## src/logic/fmcb_pkg.sv

```systemverilog
// Purpose: Constants for the fieldbus mode and configuration bank
// Assumes: APB slave, 32-bit data, one aligned word per register index
// Notes: Byte address of every register is four times its index
//
// Notes on behaviour
// - Mode zero pulse/direction, one rotation input
// - Boot delay milliseconds gates functional readiness
// - Low half interfaces, high half protocols
// - Fixed interface bits, USB through SPI
// - Protocol bits 16 to 18, rest zero
// - Availability read-only, resets to CAN only
// - Activation mask writable, resets to CAN
// - Switchable interfaces follow activation, active reported
// - Switchable bit one means may deactivate
// - Active bit one means active, reset CAN
`default_nettype none

package fmcb_pkg;

  // ------------------------------------------------------------
  // Register indexes and byte addresses
  // ------------------------------------------------------------
  localparam int ADDR_W = 16;
  localparam logic [ADDR_W-1:0] IDX_MODE = 16'h205b;
  localparam logic [ADDR_W-1:0] IDX_BOOT = 16'h2084;
  localparam logic [ADDR_W-1:0] IDX_AVAIL = 16'h2101;
  localparam logic [ADDR_W-1:0] IDX_ACT = 16'h2102;
  localparam logic [ADDR_W-1:0] IDX_SWITCH = 16'h2104;
  localparam logic [ADDR_W-1:0] IDX_ACTIVE = 16'h2105;
  localparam logic [ADDR_W-1:0] ADDR_MODE = IDX_MODE << 2;
  localparam logic [ADDR_W-1:0] ADDR_BOOT = IDX_BOOT << 2;
  localparam logic [ADDR_W-1:0] ADDR_AVAIL = IDX_AVAIL << 2;
  localparam logic [ADDR_W-1:0] ADDR_ACT = IDX_ACT << 2;
  localparam logic [ADDR_W-1:0] ADDR_SWITCH = IDX_SWITCH << 2;
  localparam logic [ADDR_W-1:0] ADDR_ACTIVE = IDX_ACTIVE << 2;

  // ------------------------------------------------------------
  // Interface and protocol bit positions
  // ------------------------------------------------------------
  localparam int USB_BIT = 0;
  localparam int RS485_BIT = 1;
  localparam int RS232_BIT = 2;
  localparam int CAN_BIT = 3;
  localparam int ETHERNET_INTERFACE_BIT = 4;
  localparam int REALTIME_ETHERNET_FIELDBUS_BIT = 5;
  localparam int SPI_BIT = 6;
  localparam int MODBUS_SERIAL_PROTOCOL_BIT = 16;
  localparam int MODBUS_NETWORK_PROTOCOL_BIT = 17;
  localparam int INDUSTRIAL_IP_PROTOCOL_BIT = 18;
  localparam int MODE_SEL_BIT = 0;

  // Implemented bits: interfaces in the low half, protocols above
  localparam logic [31:0] IFACE_MASK = 32'h0000_007f;
  localparam logic [31:0] PROTO_MASK = 32'h0007_0000;
  localparam logic [31:0] VALID_MASK = IFACE_MASK | PROTO_MASK;

  // ------------------------------------------------------------
  // Reset values
  // ------------------------------------------------------------
  localparam logic [31:0] MODE_RESET = 32'h0000_0000;
  localparam logic [31:0] BOOT_RESET = 32'h0000_0000;
  localparam logic [31:0] AVAIL_RESET = 32'h0000_0008;
  localparam logic [31:0] ACT_RESET = 32'h0000_0008;
  localparam logic [31:0] SWITCH_RESET = 32'h0000_0000;
  localparam logic [31:0] ACTIVE_RESET = 32'h0000_0008;
  localparam logic [31:0] ZERO_WORD = 32'h0000_0000;

  // ------------------------------------------------------------
  // Timing
  // ------------------------------------------------------------
  localparam int CLK_PERIOD_NS = 8;
  localparam int BOOT_UNIT_NS = 1000000;
  localparam int CYCLES_PER_MS = BOOT_UNIT_NS / CLK_PERIOD_NS;

  // Boot sequencer states
  typedef enum logic {FMCB_BOOT_WAIT, FMCB_BOOT_READY} fmcb_boot_t;

endpackage

`default_nettype wire

```

## src/logic/fmcb_boot_timer.sv

```systemverilog
// Purpose: Configuration bank with APB access and boot readiness timer
// Assumes: Single clock, APB slave with one wait-free access phase
// Notes: Readiness is sticky while supply stays good
//
// Decided for this implementation: the APB register port.
`timescale 1ns/1ns
`default_nettype none

// ------------------------------------------------------------
// Boot readiness timer
// ------------------------------------------------------------
module fmcb_boot_timer #(
  parameter int CYCLES_PER_MS = fmcb_pkg::CYCLES_PER_MS
) (
  input wire logic pclk,
  input wire logic presetn,
  input wire logic run,
  input wire logic [31:0] delay_ms,
  output logic ready
);

  logic [31:0] pre_cnt;
  logic [31:0] ms_cnt;
  logic delay_done;
  fmcb_pkg::fmcb_boot_t state;
  fmcb_pkg::fmcb_boot_t next_state;

  // Elapsed time compared with the live delay value
  assign delay_done = (ms_cnt >= delay_ms);

  // Next state, waiting restarts whenever supply drops
  always_comb begin
    next_state = state;
    if (!run) begin
      next_state = fmcb_pkg::FMCB_BOOT_WAIT;
    end else begin
      unique case (state)
        fmcb_pkg::FMCB_BOOT_WAIT: begin
          if (delay_done) begin
            next_state = fmcb_pkg::FMCB_BOOT_READY;
          end
        end
        fmcb_pkg::FMCB_BOOT_READY: begin
          next_state = fmcb_pkg::FMCB_BOOT_READY;
        end
      endcase
    end
  end

  // State register
  always_ff @(posedge pclk or negedge presetn) begin
    if (!presetn) begin
      state <= fmcb_pkg::FMCB_BOOT_WAIT;
    end else begin
      state <= next_state;
    end
  end

  // Prescaler and millisecond count, frozen once the delay is met
  always_ff @(posedge pclk or negedge presetn) begin
    if (!presetn) begin
      pre_cnt <= fmcb_pkg::ZERO_WORD;
      ms_cnt <= fmcb_pkg::ZERO_WORD;
    end else if (!run) begin
      pre_cnt <= fmcb_pkg::ZERO_WORD;
      ms_cnt <= fmcb_pkg::ZERO_WORD;
    end else if (!delay_done) begin
      if (pre_cnt == 32'(CYCLES_PER_MS - 1)) begin
        pre_cnt <= fmcb_pkg::ZERO_WORD;
        ms_cnt <= ms_cnt + 32'h0000_0001;
      end else begin
        pre_cnt <= pre_cnt + 32'h0000_0001;
      end
    end
  end

  // Readiness flag, a flip-flop so the top output stays registered
  always_ff @(posedge pclk or negedge presetn) begin
    if (!presetn) begin
      ready <= 1'b0;
    end else begin
      ready <= (next_state == fmcb_pkg::FMCB_BOOT_READY);
    end
  end

endmodule // fmcb_boot_timer

// ------------------------------------------------------------
// Configuration bank top
// ------------------------------------------------------------
module fmcb_bank #(
  parameter int CYCLES_PER_MS = fmcb_pkg::CYCLES_PER_MS
) (
  input wire logic pclk,
  input wire logic presetn,
  input wire logic psel,
  input wire logic penable,
  input wire logic pwrite,
  input wire logic [15:0] paddr,
  input wire logic [31:0] pwdata,
  output logic [31:0] prdata,
  output logic pready,
  input wire logic supply_good,
  input wire logic [31:0] switch_mask,
  output logic mode_sel,
  output logic boot_ready,
  output logic [31:0] active_mask
);

  // ------------------------------------------------------------
  // Bus phase decode
  // ------------------------------------------------------------
  logic setup_ph;
  logic wr_commit;
  logic hit_mode;
  logic hit_boot;
  logic hit_avail;
  logic hit_act;
  logic hit_switch;
  logic hit_active;
  logic [31:0] mode_reg;
  logic [31:0] boot_reg;
  logic [31:0] act_reg;
  logic [31:0] sw_reg;
  logic [31:0] next_rdata;

  // Setup phase launches the answer, commit only when ready is seen
  assign setup_ph = psel & ~penable;
  assign wr_commit = psel & penable & pready & pwrite;

  // Register address match, byte address is four times the index
  assign hit_mode = (paddr == fmcb_pkg::ADDR_MODE);
  assign hit_boot = (paddr == fmcb_pkg::ADDR_BOOT);
  assign hit_avail = (paddr == fmcb_pkg::ADDR_AVAIL);
  assign hit_act = (paddr == fmcb_pkg::ADDR_ACT);
  assign hit_switch = (paddr == fmcb_pkg::ADDR_SWITCH);
  assign hit_active = (paddr == fmcb_pkg::ADDR_ACTIVE);

  // ------------------------------------------------------------
  // Bus answer
  // ------------------------------------------------------------

  // Ready one cycle after setup, so every access has no wait state
  always_ff @(posedge pclk or negedge presetn) begin
    if (!presetn) begin
      pready <= 1'b0;
    end else begin
      pready <= setup_ph;
    end
  end

  // Read multiplexer, unmapped addresses read zero
  always_comb begin
    next_rdata = fmcb_pkg::ZERO_WORD;
    case (paddr)
      fmcb_pkg::ADDR_MODE: begin
        next_rdata = mode_reg;
      end
      fmcb_pkg::ADDR_BOOT: begin
        next_rdata = boot_reg;
      end
      fmcb_pkg::ADDR_AVAIL: begin
        next_rdata = fmcb_pkg::AVAIL_RESET;
      end
      fmcb_pkg::ADDR_ACT: begin
        next_rdata = act_reg;
      end
      fmcb_pkg::ADDR_SWITCH: begin
        next_rdata = sw_reg;
      end
      fmcb_pkg::ADDR_ACTIVE: begin
        next_rdata = active_mask;
      end
      default: begin
        next_rdata = fmcb_pkg::ZERO_WORD;
      end
    endcase
  end

  // Read data captured in setup and held through the access phase
  always_ff @(posedge pclk or negedge presetn) begin
    if (!presetn) begin
      prdata <= fmcb_pkg::ZERO_WORD;
    end else if (setup_ph && !pwrite) begin
      prdata <= next_rdata;
    end
  end

  // ------------------------------------------------------------
  // Writable registers
  // ------------------------------------------------------------

  // Input mode word, bit zero picks the handling downstream
  always_ff @(posedge pclk or negedge presetn) begin
    if (!presetn) begin
      mode_reg <= fmcb_pkg::MODE_RESET;
      mode_sel <= fmcb_pkg::MODE_RESET[fmcb_pkg::MODE_SEL_BIT];
    end else if (wr_commit && hit_mode) begin
      mode_reg <= pwdata;
      mode_sel <= pwdata[fmcb_pkg::MODE_SEL_BIT];
    end
  end

  // Boot delay in milliseconds, read live by the timer
  always_ff @(posedge pclk or negedge presetn) begin
    if (!presetn) begin
      boot_reg <= fmcb_pkg::BOOT_RESET;
    end else if (wr_commit && hit_boot) begin
      boot_reg <= pwdata;
    end
  end

  // Activation mask, unused bits dropped so they always read zero
  always_ff @(posedge pclk or negedge presetn) begin
    if (!presetn) begin
      act_reg <= fmcb_pkg::ACT_RESET;
    end else if (wr_commit && hit_act) begin
      act_reg <= pwdata & fmcb_pkg::VALID_MASK;
    end
  end

  // Writes to the availability word are ignored: no storage exists
  // for it, so it can never drift from its fixed value

  // ------------------------------------------------------------
  // Status object links
  // ------------------------------------------------------------

  // Switchable set from the platform, registered to keep it glitch free
  always_ff @(posedge pclk or negedge presetn) begin
    if (!presetn) begin
      sw_reg <= fmcb_pkg::SWITCH_RESET;
    end else begin
      sw_reg <= switch_mask & fmcb_pkg::VALID_MASK;
    end
  end

  // Active set: switchable bits follow activation, the rest hold.
  // One cycle behind a write, so a read whose setup follows it at once returns the old value.
  always_ff @(posedge pclk or negedge presetn) begin
    if (!presetn) begin
      active_mask <= fmcb_pkg::ACTIVE_RESET;
    end else begin
      active_mask <= (active_mask & ~sw_reg)
        | (act_reg & sw_reg);
    end
  end

  // ------------------------------------------------------------
  // Readiness
  // ------------------------------------------------------------

  // Timer restarts each time supply goes good
  fmcb_boot_timer #(
    .CYCLES_PER_MS(CYCLES_PER_MS)
  ) u_fmcb_boot_timer (
    .pclk(pclk),
    .presetn(presetn),
    .run(supply_good),
    .delay_ms(boot_reg),
    .ready(boot_ready)
  );
endmodule // fmcb_bank

`default_nettype wire

```

## config.mk

```make
export PLATFORM = sky130hd
export DESIGN_NAME = fmcb_bank
export DESIGN_NICKNAME = d
export VERILOG_FILES = /design/src/logic/fmcb_pkg.sv /design/src/logic/fmcb_boot_timer.sv
export SDC_FILE = /design/constraint.sdc
export NUM_CORES = 1
export LEC_CHECK = 0
export BUFFER_PORTS_ARGS = -buffer_cell sky130_fd_sc_hd__clkbuf_2
export CAP_MARGIN = 0
export CORE_UTILIZATION = 54
export CTS_BUF_LIST = sky130_fd_sc_hd__clkbuf_4
export DETAILED_ROUTE_END_ITERATION = 6
export GPL_ROUTABILITY_DRIVEN = 0
export MAX_ROUTING_LAYER = met4
export PLACE_DENSITY = 0.89
export SYNTH_ARGS = -nofsm -noshare
export SYNTH_HDL_FRONTEND = slang
export SYNTH_SLANG_ARGS = --single-unit
```

## constraint.sdc

```tcl
create_clock -name pclk -period 2.4 [get_ports pclk]
set_input_delay 0.48 -clock pclk [delete_from_list [all_inputs] [get_ports pclk]]
set_output_delay 0.48 -clock pclk [all_outputs]
set_load 0.05 [all_outputs]
```

* Word-level counts from Yosys, hierarchy flattened
Cells that the tools add are included.
** Storage, ports and cells
- Output and inout port bits :: 67
- Logic and storage cells :: 49
- Input port bits :: 86
- Flip-flop bits (word level) :: 215
** Cells by class
- Add/subtract/negate cells :: 2
- Multiplexer cells :: 10
- Equality and inequality tests :: 9
- Bitwise logic cells :: 10
- Magnitude comparators :: 1
- Reduce and logical (&&, ||, !) cells :: 6
** Operators with widths (count)
- 32-bit 2-to-1 mux :: 6
- 32-bit one-hot mux with 6 select lines :: 1
- 16-bit == test (second input constant) :: 6
- 32-bit by 1-bit adder with 32-bit output (second input constant) :: 2
- 32-bit AND :: 1
- 32-bit by 17-bit == test with 1-bit output (second input constant) :: 1
- 32-bit greater-or-equal comparator :: 1
- 19-bit inverter with 32-bit output :: 1
- 32-bit by 19-bit bitwise OR with 32-bit output :: 1
- 19-bit AND :: 1
- 1-bit AND :: 4
- 1-bit logical AND :: 4
- 1-bit 2-to-1 mux :: 2
- 2-bit by 1-bit inequality test with 1-bit output (second input constant) :: 1
- 2-bit inequality test (second input constant) :: 1
- 1-bit inverter :: 2
- 1-bit one-hot mux with 2 select lines :: 1
- 2-bit AND reduction :: 1
- 1-bit zero test :: 1

* Depth between registers and ports, before layout
Gate-level depths: netlist (run 1).
- Depth after elaboration :: 4
- Mapped depth :: 10
- Gate-level depth less buffers :: 8

* Cells and area by module
A second synthesis (run 1) with hierarchy kept.
** Unflattened totals
- Cells, all modules :: 993
- Area, all modules :: 10447.5 um2
** By module, submodules not included
- fmcb_bank :: times used 1, cells each 426, area each 5517.8 um2, seq. area each 3180.6 um2
- fmcb_boot_timer :: times used 1, cells each 567, area each 4929.7 um2, seq. area each 1626.6 um2

* Worst setup path after synthesis (run 1)
No wires, ideal clock.
- Kind :: register to register
- Start :: reg u_fmcb_boot_timer.ms_cnt[29]
- End :: reg u_fmcb_boot_timer.pre_cnt[23]
- Stages on the path, launching flop included :: 9
- Path buffers :: 2
- Period minus slack after synthesis :: 2.386 ns
- Library setup time :: 0.116 ns
- Data required time :: 2.284 ns
- Slack :: 0.014 ns
- Arrival time :: 2.271 ns
- Cell sequence :: dfrtp_1 ha_1 nand4_1 or4_1 a21oi_1 buf_2 buf_2 nand3_1 o311ai_0
** Between the ends
- Word-level cells in the longest chain between the ends :: 2
** Ends and longest elaborated chain
- start: declaration :: line fmcb_boot_timer.sv:23 : logic [31:0] ms_cnt;
- start signal: assignment :: line fmcb_boot_timer.sv:63 : ms_cnt <= fmcb_pkg::ZERO_WORD;
- start signal: assignment :: line fmcb_boot_timer.sv:66 : ms_cnt <= fmcb_pkg::ZERO_WORD;
- start signal: assignment :: line fmcb_boot_timer.sv:70 : ms_cnt <= ms_cnt + 32'h0000_0001;
- 32-bit greater-or-equal comparator :: line fmcb_boot_timer.sv:29 : assign delay_done = (ms_cnt >= delay_ms);
- 2-bit inequality test (no source line)
- end signal: assignment :: line fmcb_boot_timer.sv:62 : pre_cnt <= fmcb_pkg::ZERO_WORD;
- end signal: assignment :: line fmcb_boot_timer.sv:65 : pre_cnt <= fmcb_pkg::ZERO_WORD;
- end signal: assignment :: line fmcb_boot_timer.sv:69 : pre_cnt <= fmcb_pkg::ZERO_WORD;
- end: declaration :: line fmcb_boot_timer.sv:22 : logic [31:0] pre_cnt;
Every way passes these cells.
A chain may end at the register's enable or synchronous reset.

* Worst setup path in the final report (run 1)
- Start :: reg boot_reg[2]
- End :: reg u_fmcb_boot_timer.ms_cnt[16]
** Between the ends
- Word-level cells in the longest chain between the ends :: 3
** Ends and longest elaborated chain
- start: declaration :: line fmcb_boot_timer.sv:122 : logic [31:0] boot_reg;
- start signal: assignment :: line fmcb_boot_timer.sv:207 : boot_reg <= fmcb_pkg::BOOT_RESET;
- start signal: assignment :: line fmcb_boot_timer.sv:209 : boot_reg <= pwdata;
- 32-bit greater-or-equal comparator :: line fmcb_boot_timer.sv:29
- 2-bit inequality test (no source line)
- 2-bit AND reduction (no source line)
Every way passes these cells.

==> results.json, run 1 <==
{
  "dr_vias": 10912,
  "synthTopCellsByArea": "sky130_fd_sc_hd__dfrtp_1, sky130_fd_sc_hd__mux2_2, sky130_fd_sc_hd__ha_1",
  "transition_time_at_the_pin_with_the_least_slew_margin_ps": 729,
  "final.setup.worst_slack_ps": -777,
  "share_of_layout_cells_above_drive_strength_1_pct": 39.7,
  "globalRoute.busiestLayer": "met2",
  "globalRouteTotalUtil_pct": 32.5,
  "global_routing_met1_resource_utilization_pct": 39.1,
  "synth-seq-area-share_pct": 47.2,
  "criticalPathCategory": "reg2reg",
  "worstPathArrival_ps": 3680,
  "clock-root-buffer": "sky130_fd_sc_hd__clkbuf_4",
  "layout_common_cells": "sky130_fd_sc_hd__dfrtp_1, sky130_fd_sc_hd__clkbuf_2, sky130_fd_sc_hd__buf_4",
  "netlist.top_cell.by_area": "sky130_fd_sc_hd__dfrtp_1",
  "detail_route.wl_per_cell_um": 28.4,
  "power.combinational.fraction_pct": 14.5,
  "start_util_pct": 55.9,
  "p_int_mw": 4.18,
  "detailed_router_s_first_iteration_violation_count": 1771,
  "worst-path-max-fanout": 9,
  "global_route.usage.met2_pct": 52.5,
  "synth_area_um2": 10200,
  "global_route_wire_length_before_repair_um": 48500,
  "grt_pass1_vias": 9512,
  "final_min_period_over_clock_period_pct": 132,
  "grt_max_degree": 104,
  "post_synth_num_cell_types": 63,
  "die-area_um2": 19400,
  "fill_cells": 934,
  "rsz0062_at_grt": "yes",
  "clock_sinks": 192,
  "num-nets-final": 1359,
  "power.density_nw_per_um2": 438,
  "seqPwrFrac_pct": 55.0,
  "avg_vias_per_cell": 7.35,
  "cts.path.max_buffers": 2,
  "multiInputGateArea_um2": 6300,
  "grtUsageMet3_pct": 6.61,
  "cts_tree": "built",
  "clock_power_share_pct": 30.4,
  "final_antenna_net_count": 0,
  "layout.cells.most_common": "sky130_fd_sc_hd__dfrtp_1",
  "die-width_um": 139,
  "worst_skew_pair.late_latency_ps": 660,
  "grt_antenna_before_repair": 4,
  "final_core_utilization_pct": 77.3,
  "top_level_ports": 153,
  "post-route-drc-count": 120,
  "cellLeakagePower_nw": 6.08,
  "grt.overflow.total": 0,
  "dpl_worst_slack_ps": -136,
  "final-setup-viol-count": 65,
  "htree_num_levels": 4,
  "hpwlAfterDp_um": 18200,
  "drt_pre_antenna_iters": 7,
  "dieHeight_um": 139,
  "register_area_um2": 4820,
  "violations": "DRC, setup timing",
  "worst_ir_drop_vdd_v": 0.000281,
  "yosys_register_bits": 192,
  "synth_enable_flop_cells": 0,
  "slew-limit-headroom_pct": 51.4,
  "i_o_buffers": 108,
  "post_synth_inst_count": 1026,
  "fin_crit_ps": 3180,
  "sw_frac_of_total_pct": 32.2,
  "cap_viol_max_count": 0,
  "finalClockSkew_ps": 29.7,
  "worst_setup_hold_path_clk_slew_ps": 190,
  "worst_hold_path_type": "in2reg",
  "worstSetupStartpointType": "flip-flop",
  "area_growth_from_synthesis_to_final_layout_pct": 38.2,
  "rows": 49,
  "cts_buffers": 17,
  "total_switching_power_mw": 1.99,
  "avgSynthCellArea_um2": 9.93,
  "result_of_the_run": "finished, violations left",
  "totalNegativeSetupSlack_ps": -18190,
  "totalWireLength_um": 42200,
  "numPlacedInstances": 1382,
  "critPathRequiredTime_ps": 2910,
  "instances_no_fill": 1485,
  "final-hold-violation-count": 0,
  "ys.flop_type": "sky130_fd_sc_hd__dfrtp_1",
  "synth_top_area_share_pct": 46.7,
  "core_area_um2": 18200,
  "yosys_warnings": 0,
  "element_type_at_the_critical_path_end": "flip-flop",
  "ys_async_sr_fraction_pct": 100,
  "max_freq_mhz": 315,
  "finalMaxSlewViolations": 0
}
-- power by group through the flow --
| stage | Combinational [mW] | Sequential, mW | Clock [mW] |
|---|---|---|---|
| after floorplan | 0.257 | 3.75 | 0 |
| after global placement | 0.808 | 3.45 | 0 |
| after detailed placement | 0.826 | 3.45 | 0 |
| after CTS | 0.848 | 3.39 | 1.79 |
| after global routing | 0.941 | 3.40 | 1.99 |
| final | 0.897 | 3.39 | 1.88 |
-- worst max-delay path, stage by stage (launching register included) --
cell and delay, ps:
sky130_fd_sc_hd__dfrtp_1 450, sky130_fd_sc_hd__inv_1 120, sky130_fd_sc_hd__ha_1 310, sky130_fd_sc_hd__o21ai_0 270, sky130_fd_sc_hd__a211oi_2 150, sky130_fd_sc_hd__a32oi_1 260, sky130_fd_sc_hd__buf_4 180, sky130_fd_sc_hd__a21oi_4 70
sky130_fd_sc_hd__buf_12 160, sky130_fd_sc_hd__buf_12 150, sky130_fd_sc_hd__nor4_4 320, sky130_fd_sc_hd__mux2i_1 610
-- area by class of cell --
type / count / area share (%)
diodes: 5 / 0.0888
clock buffers: 19 / 1.01
clock inverters: 12 / 0.942
inverters: 40 / 1.07
multi-input cells: 726 / 44.7
flip-flops and latches: 192 / 34.2
well taps: 229 / 2.03
repair buffers: 262 / 15.9
-- repair_timing --
item                                    CTS  global route
resized for setup                        66           214
gates cloned                              2            13
pin swaps                                 5            65
setup buffers                             3            41
endpoints found under the setup margin   57            65
hold buffers                             11             0
endpoints found under the hold margin    62             0
-- metrics by stage --
step                      hold slack (ps)  total power, mW  cell area (um^2)
after global placement                489             4.25             11500
after CTS                            37.3             6.02             12300
after floorplan                       184             4.01             10300
final                                26.2             6.17             14100
after global routing                 13.7             6.34             14100
after detailed placement              497             4.28             11500
-- cells by family after synthesis --
group | count (synthesis) | synth area share [%]
AND/OR/NAND/NOR | 383 | 20.1
multiplexers | 69 | 7.43
AO/OA/AOI/OAI | 218 | 15.3
buffers and inverters | 129 | 5.78
other | 1 | 0.0368
adder cells (fa/ha/maj) | 34 | 4.18
flip-flops | 192 | 47.2
-- routing by layer --
metal  wire, um  vias to the layer above  share of wire (%)
met5          0                        -                  0
li1           -                     4245                  -
met2      18700                     1099                 44
met3       5670                      418                 13
met1      13700                     5150                 33
met4       4070                        0                9.6
-- cell usage after synthesis, drive strengths merged, types with 34 or more instances --
cell type	count
ha	34
inv	40
nand3	34
o311ai	35
dfrtp	190
nand2	94
buf	40
o21ai	46
mux2	53
nor2	74
clkbuf	49
nand2b	35
-- worst paths after layout --
check                                        start                                        to  slack [ps]  depth (start not counted)
max reg2reg                boot_reg[2]$_DFFE_PN0P_  u_fmcb_boot_timer.ms_cnt[16]$_DFFE_PN0P_        -780                         11
max in group asynchronous                  presetn                    prdata[27]$_DFFE_PN0P_        1300                          3
min                                        penable                          pready$_DFF_PN0_          30                          2
max                        boot_reg[2]$_DFFE_PN0P_  u_fmcb_boot_timer.ms_cnt[16]$_DFFE_PN0P_        -780                         11
min reg2reg                 prdata[15]$_DFFE_PN0P_                    prdata[15]$_DFFE_PN0P_         530                          2
min in group asynchronous                  presetn                       sw_reg[2]$_DFF_PN0_         370                          2
No activity file was read; power rests on OpenSTA's default activity.
==> inputs of run 2 (changes only) <==
--- a/config.mk
+++ b/config.mk
@@ -5,6 +5,7 @@
 export SDC_FILE = /design/constraint.sdc
 export NUM_CORES = 1
 export LEC_CHECK = 0
+export ABC_AREA = 1
 export BUFFER_PORTS_ARGS = -buffer_cell sky130_fd_sc_hd__clkbuf_2
 export CAP_MARGIN = 0
 export CORE_UTILIZATION = 54
==> run 2 against run 1 <==
Net effect: die area up 11%; sequential power hardly changed; utilization decreased by 17 points; setup slack gained 940 ps; via count is 8.4% lower; critical path type unchanged; final cell count up 26%; sequential share of layout area is 4.6 points higher; the run now ends clean; routed wire length shrank 39%; global-route usage decreased by 6.9 points; worst hold slack better by 14 ps; highest routed layer unchanged.
==> results.json, run 2 <==
{
  "result_of_the_run": "complete, no violations",
  "sw_frac_of_total_pct": 32.3,
  "totalWireLength_um": 25800,
  "synthTopCellsByArea": "sky130_fd_sc_hd__dfrtp_1, sky130_fd_sc_hd__nand2_1, sky130_fd_sc_hd__o21ai_2",
  "yosys_warnings": 0,
  "criticalPathCategory": "reg2reg",
  "r2r_cells": 14,
  "transition_time_at_the_pin_with_the_least_slew_margin_ps": 641,
  "top_level_ports": 153,
  "cap_viol_max_count": 0,
  "synth_top_area_share_pct": 41.9,
  "grt.overflow.total": 0,
  "core_area_um2": 20400,
  "share_of_layout_cells_above_drive_strength_1_pct": 17.8,
  "post-route-drc-count": 0,
  "drt_pre_antenna_iters": 6,
  "worst-path-max-fanout": 39,
  "maxUsedRoutingLayer": "met4",
  "ys.flop_type": "sky130_fd_sc_hd__dfrtp_1",
  "final-setup-viol-count": 0,
  "numPlacedInstances": 1819,
  "met3_wirelength_um": 1420,
  "finalClockSkew_ps": 31.7,
  "htree_num_levels": 4,
  "final_min_period_over_clock_period_pct": 93.4,
  "ys_async_sr_fraction_pct": 100,
  "wl_met1_um": 11200,
  "cts.path.max_buffers": 2,
  "clock-root-buffer": "sky130_fd_sc_hd__clkbuf_4",
  "report.power.total_mw": 5.88,
  "worstPathArrival_ps": 2770,
  "rsz0062_at_grt": "yes",
  "grt_antenna_before_repair": 1,
  "p_int_mw": 3.98,
  "dpl_worst_slack_ps": 234,
  "max_freq_mhz": 446,
  "critPathLaunch": "u_fmcb_boot_timer.ms_cnt[3]$_DFFE_PN0P_",
  "final-hold-violation-count": 0,
  "element_type_at_the_critical_path_end": "flip-flop",
  "area_growth_from_synthesis_to_final_layout_pct": 9.28,
  "detail_route.wl_per_cell_um": 13.9,
  "die-width_um": 147,
  "worstHoldPathCells": 2,
  "grt_max_degree": 65,
  "synth-seq-area-share_pct": 42.4,
  "layout.cells.most_common": "sky130_fd_sc_hd__nand2_1",
  "netlist.top_cell.by_area": "sky130_fd_sc_hd__dfrtp_1",
  "worstSetupStartpointType": "flip-flop",
  "instances_no_fill": 1864,
  "die-area_um2": 21600,
  "final_core_utilization_pct": 60.7,
  "clock_power_share_pct": 30.2,
  "fill_cells": 1680,
  "worst_setup_hold_path_clk_slew_ps": 170,
  "rows": 52,
  "dieHeight_um": 147,
  "seqPwrFrac_pct": 57.0,
  "fin_crit_ps": 2240,
  "start_util_pct": 55.5,
  "holdCritStartpoint": "penable",
  "global_route_wire_length_before_repair_um": 43700,
  "worst_hold_path_type": "in2reg",
  "avg_vias_per_cell": 5.36,
  "yosys_register_bits": 192,
  "post_synth_inst_count": 1470,
  "worst_skew_pair.late_latency_ps": 630,
  "clock_sinks": 192,
  "cellLeakagePower_nw": 5.95,
  "hpwlAfterDp_um": 18800,
  "avgSynthCellArea_um2": 7.71,
  "total_switching_power_mw": 1.90,
  "cts_tree": "built",
  "finalMaxSlewViolations": 0,
  "layout_common_cells": "sky130_fd_sc_hd__nand2_1, sky130_fd_sc_hd__dfrtp_1, sky130_fd_sc_hd__inv_1",
  "worst_ir_drop_vdd_v": 0.000273,
  "cts_buffers": 17,
  "slew-limit-headroom_pct": 57.2,
  "power.density_nw_per_um2": 475,
  "power.combinational.fraction_pct": 12.8,
  "detailed_router_s_first_iteration_violation_count": 999,
  "grt_pass1_vias": 9474,
  "reg2reg_from": "u_fmcb_boot_timer.ms_cnt[3]$_DFFE_PN0P_",
  "detailroute.wirelength.met2_um": 12500,
  "globalRouteTotalUtil_pct": 25.6,
  "critPathRequiredTime_ps": 2930,
  "dr_vias": 10000,
  "critical_path.reg2reg.endpoint": "u_fmcb_boot_timer.pre_cnt[1]$_DFFE_PN0P_",
  "i_o_buffers": 108,
  "final.setup.worst_slack_ps": 158,
  "post_synth_num_cell_types": 41,
  "synth_area_um2": 11300,
  "setup.reg_to_reg.worst_slack_ps": 160,
  "synth.cells.most_frequent": "sky130_fd_sc_hd__nand2_1, sky130_fd_sc_hd__dfrtp_1, sky130_fd_sc_hd__inv_1",
  "synth.most_common_cell": "sky130_fd_sc_hd__nand2_1",
  "hold_end": "pready$_DFF_PN0_",
  "final_antenna_net_count": 0,
  "synth_enable_flop_cells": 0,
  "post_cts.repair.setup_buffers": 0,
  "num-nets-final": 1699
}
==> run 2: changes by cell type after synthesis, sizes merged, moves of 30 or more <==
cell,delta
nand2,+407
inv,+117
o21ai,+107
nor2,+55
mux2,-53
nand3,+47
clkbuf,-35
nand2b,-35
o311ai,-35
xor2,+35
a221oi,-32
nor3,+30
==> run 2: power by group through the flow <==
stage / combinational [mW] / sequential [mW] / clock [mW]
final: 0.751 / 3.36 / 1.78
after global routing: 0.830 / 3.37 / 1.95
after CTS: 0.749 / 3.35 / 1.82
after detailed placement: 0.723 / 3.41 / 0
after global placement: 0.699 / 3.41 / 0
after floorplan: 0.568 / 3.41 / 0
==> run 2: cells by family after synthesis <==
logic type / count (synthesis) / share of synthesized area (%)
AOI/OAI and AO/OA: 189 / 11.1
xor gates and xnor gates: 38 / 2.94
buffers and inverters: 233 / 10.5
and+or+nand+nor: 783 / 29.3
adders and majority gates: 34 / 3.75
other: 1 / 0.0331
DFF: 192 / 42.4
==> run 2: cell type report <==
type                       instances  area (um^2)  area share (%)
multi-input combinational       1066         5420            43.8
sequential                       192         4810            38.8
timing repair buffer             143          927            7.48
inverter                         159          598            4.83
tap                              270          338            2.73
clock inverter                    15          165            1.33
clock buffer                      17          128            1.03
antenna                            2         5.00          0.0404
==> run 2: worst max-delay path by stage <==
stage | cells past startpoint | end
6_report | 14 | u_fmcb_boot_timer.pre_cnt[1]$_DFFE_PN0P_
2_1_floorplan | 16 | u_fmcb_boot_timer.pre_cnt[18]$_DFFE_PN0P_
5_1_grt | 16 | u_fmcb_boot_timer.pre_cnt[17]$_DFFE_PN0P_
4_1_cts | 16 | u_fmcb_boot_timer.ms_cnt[25]$_DFFE_PN0P_
3_3_place_gp | 15 | u_fmcb_boot_timer.ms_cnt[27]$_DFFE_PN0P_
3_5_place_dp | 16 | u_fmcb_boot_timer.ms_cnt[25]$_DFFE_PN0P_
==> run 2: what timing repair did <==
item	in CTS	in global routing
hold endpoints to repair	68	0
resized for setup	0	1
endpoints found under the setup margin	0	34
hold buffers	11	0
==> run 2: routing by layer <==
layer | track usage, % | vias to the layer above
li1 | - | 4845
met1 | 32.2 | 4708
met2 | 41.2 | 369
met3 | 3.73 | 78
met4 | 11.2 | 0
met5 | - | -
==> run 2: stage by stage <==
stage                     area, um^2  hold WS (ps)  setup TNS, ps
after floorplan                11400           184              0
after CTS                      12400          7.72              0
final                          12400          39.8              0
after global placement         12000           447              0
after global routing           12400          15.2           -560
after detailed placement       12000           453              0
==> run 2: worst max-delay path, stage by stage (launching register included) <==
cell and delay (ps):
sky130_fd_sc_hd__dfrtp_1 470, sky130_fd_sc_hd__ha_1 340, sky130_fd_sc_hd__a21oi_1 210, sky130_fd_sc_hd__nand2_1 70, sky130_fd_sc_hd__nand2_1 70, sky130_fd_sc_hd__nand2_1 100
sky130_fd_sc_hd__nand2_1 80, sky130_fd_sc_hd__nand2_1 60, sky130_fd_sc_hd__nand2_1 60, sky130_fd_sc_hd__nand2_1 100, sky130_fd_sc_hd__nand2_4 120, sky130_fd_sc_hd__buf_12 210
sky130_fd_sc_hd__inv_2 100, sky130_fd_sc_hd__nand2_1 90, sky130_fd_sc_hd__nand2_1 50
==> inputs of run 3 (changes only) <==
--- a/config.mk
+++ b/config.mk
@@ -13,7 +13,8 @@
 export DETAILED_ROUTE_END_ITERATION = 6
 export GPL_ROUTABILITY_DRIVEN = 0
 export MAX_ROUTING_LAYER = met4
-export PLACE_DENSITY = 0.89
+export PLACE_DENSITY = 0.88
 export SYNTH_ARGS = -nofsm -noshare
 export SYNTH_HDL_FRONTEND = slang
+export SYNTH_HIERARCHICAL = 1
 export SYNTH_SLANG_ARGS = --single-unit
==> run 3 against run 2 <==
Net effect: synthesized cell count down 0.61%; sequential share of layout area decreased by 0.87 points; flip-flop and latch count is the same; critical path type unchanged; maximum frequency shrank 0.80%; area after synthesis up 0.61%; sequential power up 5%.
==> results.json, run 3 <==
{
  "numPlacedInstances": 1807,
  "element_type_at_the_critical_path_end": "flip-flop",
  "detailed_router_s_first_iteration_violation_count": 926,
  "global_route_wire_length_before_repair_um": 45800,
  "detail_route.wl_per_cell_um": 14.7,
  "totalNegativeSetupSlack_ps": 0,
  "cts_buffers": 17,
  "final.setup.worst_slack_ps": 140,
  "num-nets-final": 1693,
  "dieHeight_um": 147,
  "synth.most_common_cell": "sky130_fd_sc_hd__nand2_1",
  "synth.cells.most_frequent": "sky130_fd_sc_hd__nand2_1, sky130_fd_sc_hd__dfrtp_1, sky130_fd_sc_hd__nand3_1",
  "max_freq_mhz": 442,
  "share_of_layout_cells_above_drive_strength_1_pct": 18.0,
  "die-width_um": 147,
  "netlist.top_cell.by_area": "sky130_fd_sc_hd__dfrtp_1",
  "grt.overflow.total": 0,
  "clock_sinks": 192,
  "ys.flop_type": "sky130_fd_sc_hd__dfrtp_1",
  "layout_common_cells": "sky130_fd_sc_hd__nand2_1, sky130_fd_sc_hd__dfrtp_1, sky130_fd_sc_hd__nand3_1",
  "top_level_ports": 153,
  "holdCritStartpoint": "pwdata[30]",
  "result_of_the_run": "complete, no violations",
  "cap_viol_max_count": 0,
  "post-route-drc-count": 0,
  "i_o_buffers": 108,
  "avgSynthCellArea_um2": 7.81,
  "yosys_register_bits": 192,
  "layout.cells.most_common": "sky130_fd_sc_hd__nand2_1",
  "dr_vias": 10196,
  "synth_area_um2": 11400,
  "critical_path.reg2reg.endpoint": "u_fmcb_boot_timer/ms_cnt[25]$_DFFE_PN0P_",
  "grt_max_degree": 65,
  "worst_hold_path_type": "in2reg",
  "final_antenna_net_count": 0,
  "final_min_period_over_clock_period_pct": 94.2,
  "yosys-mux-area-fraction_pct": 1.07,
  "slew-limit-headroom_pct": 55.4,
  "reg2reg_from": "u_fmcb_boot_timer/ms_cnt[4]$_DFFE_PN0P_",
  "drt_pre_antenna_iters": 6,
  "worst_setup_hold_path_clk_slew_ps": 220,
  "final-hold-violation-count": 0,
  "htree_num_levels": 4,
  "dominant_combinational_cell_family_by_area_after_synthesis": "simple AND/OR/NAND/NOR gates",
  "hold_end": "boot_reg[30]$_DFFE_PN0P_",
  "cellLeakagePower_nw": 6.24,
  "finalMaxSlewViolations": 0,
  "dpl_worst_slack_ps": 205,
  "instances_no_fill": 1857,
  "hpwlAfterDp_um": 19300,
  "report.power.total_mw": 7.92,
  "critPathLaunch": "u_fmcb_boot_timer/ms_cnt[4]$_DFFE_PN0P_",
  "die-area_um2": 21700,
  "transition_time_at_the_pin_with_the_least_slew_margin_ps": 669,
  "grt_pass1_vias": 9784,
  "grt_antenna_before_repair": 1,
  "globalRouteTotalUtil_pct": 26.7,
  "final-setup-viol-count": 0,
  "final_core_utilization_pct": 61.9,
  "start_util_pct": 55.7,
  "synthSimpleGateAreaFrac_pct": 30.1,
  "cts_tree": "built",
  "criticalPathCategory": "reg2reg",
  "synth_compound_gate_area_share_pct": 10.2,
  "post_synth_inst_count": 1461,
  "worst-path-max-fanout": 16,
  "fin_crit_ps": 2260,
  "post_dp_cell_area_um2": 12100,
  "power.density_nw_per_um2": 625,
  "area_growth_from_synthesis_to_final_layout_pct": 11.2,
  "core_area_um2": 20500,
  "critPathRequiredTime_ps": 2920,
  "worst_ir_drop_vdd_v": 0.000624,
  "finalClockSkew_ps": 42.7,
  "synth_xor_area_share_pct": 2.84,
  "synth_enable_flop_cells": 0,
  "worst_skew_pair.late_latency_ps": 630,
  "setup.reg_to_reg.worst_slack_ps": 140,
  "yosys_warnings": 6,
  "stdcell_area_um2": 12700,
  "cts.path.max_buffers": 2,
  "synth_adder_area_share_pct": 3.73,
  "avg_vias_per_cell": 5.49,
  "synth-seq-area-share_pct": 42.1,
  "synthTopCellsByArea": "sky130_fd_sc_hd__dfrtp_1, sky130_fd_sc_hd__nand2_1, sky130_fd_sc_hd__nand3_1",
  "synth_top_area_share_pct": 41.7,
  "hold_ws_ps": 57.4,
  "totalWireLength_um": 27200,
  "clock-root-buffer": "sky130_fd_sc_hd__clkbuf_4",
  "worstSetupStartpointType": "flip-flop",
  "post_synth_num_cell_types": 43,
  "ys_async_sr_fraction_pct": 100,
  "r2r_cells": 16,
  "rows": 52,
  "worstPathArrival_ps": 2780,
  "worstHoldPathCells": 3
}
[run 3: cell count changes after synthesis, sizes merged, moves of 21 or more]
| cell | change |
|---|---|
| nand2 | -116 |
| nand3 | +86 |
| o21ai | -43 |
| a21oi | +23 |
| a21o | +22 |
| nor2 | +21 |
[run 3: worst max-delay path, stage by stage (launching register included)]
cell and delay (ps):
sky130_fd_sc_hd__dfrtp_1 500, sky130_fd_sc_hd__ha_1 330, sky130_fd_sc_hd__nand2_1 100, sky130_fd_sc_hd__inv_1 50
sky130_fd_sc_hd__nand2_1 70, sky130_fd_sc_hd__nor2_1 50, sky130_fd_sc_hd__nor2_1 90, sky130_fd_sc_hd__nand2_1 80
sky130_fd_sc_hd__nand2_1 70, sky130_fd_sc_hd__nand2_1 90, sky130_fd_sc_hd__nand2_2 100, sky130_fd_sc_hd__nand2_2 90
sky130_fd_sc_hd__nand2_4 150, sky130_fd_sc_hd__nand2_4 100, sky130_fd_sc_hd__clkbuf_16 190, sky130_fd_sc_hd__nand2_1 60
sky130_fd_sc_hd__nand2_1 50
[run 3: repair_timing]
item                       CTS  global route
gates resized for setup      0             6
buffers inserted             0             4
hold buffers                12             0
setup endpoints to repair    0            19
hold endpoints to repair    59             0
[run 3: layer usage]
metal,GRT usage [%],vias to the layer above,wire [um]
met5,-,-,0
met4,10.8,0,586
met3,4.10,60,2050
met2,41.6,483,13000
met1,35.0,4742,11600
li1,-,4911,-
[run 3: worst max-delay path by stage]
stage | end | slack [ps] | cells after the start
3_3_place_gp | u_fmcb_boot_timer/ms_cnt[30]$_DFFE_PN0P_ | 270 | 15
5_1_grt | u_fmcb_boot_timer/ms_cnt[23]$_DFFE_PN0P_ | -10 | 17
6_report | u_fmcb_boot_timer/ms_cnt[25]$_DFFE_PN0P_ | 140 | 16
3_5_place_dp | u_fmcb_boot_timer/ms_cnt[27]$_DFFE_PN0P_ | 200 | 10
4_1_cts | u_fmcb_boot_timer/ms_cnt[27]$_DFFE_PN0P_ | 140 | 15
2_1_floorplan | u_fmcb_boot_timer/ms_cnt[19]$_DFFE_PN0P_ | 570 | 16
[run 3: layout make-up]
class | count | area (um^2)
antenna | 1 | 2.50
clock buffer | 17 | 128
clock inverter | 15 | 236
fill | 1681 | 7810
inverter | 150 | 564
multi-input combinational | 1060 | 5570
sequential | 192 | 4810
tap | 270 | 338
timing repair buffer | 152 | 1030
[run 3: cells by family (layout without fill, tap and decap cells)]
| family | count (synthesis) | after routing |
|---|---|---|
| simple gates | 765 | 765 |
| buf+inv | 230 | 334 |
| flops | 192 | 192 |
| compound gates | 191 | 191 |
| xor+xnor | 37 | 37 |
| fa+ha+maj | 34 | 34 |
| mux | 11 | 11 |
| other cells | 1 | 23 |
[run 3: power by group]
group	internal (mW)	switching [mW]
logic	0.804	1.57
registers	3.36	0.172
clock network	0.570	1.45
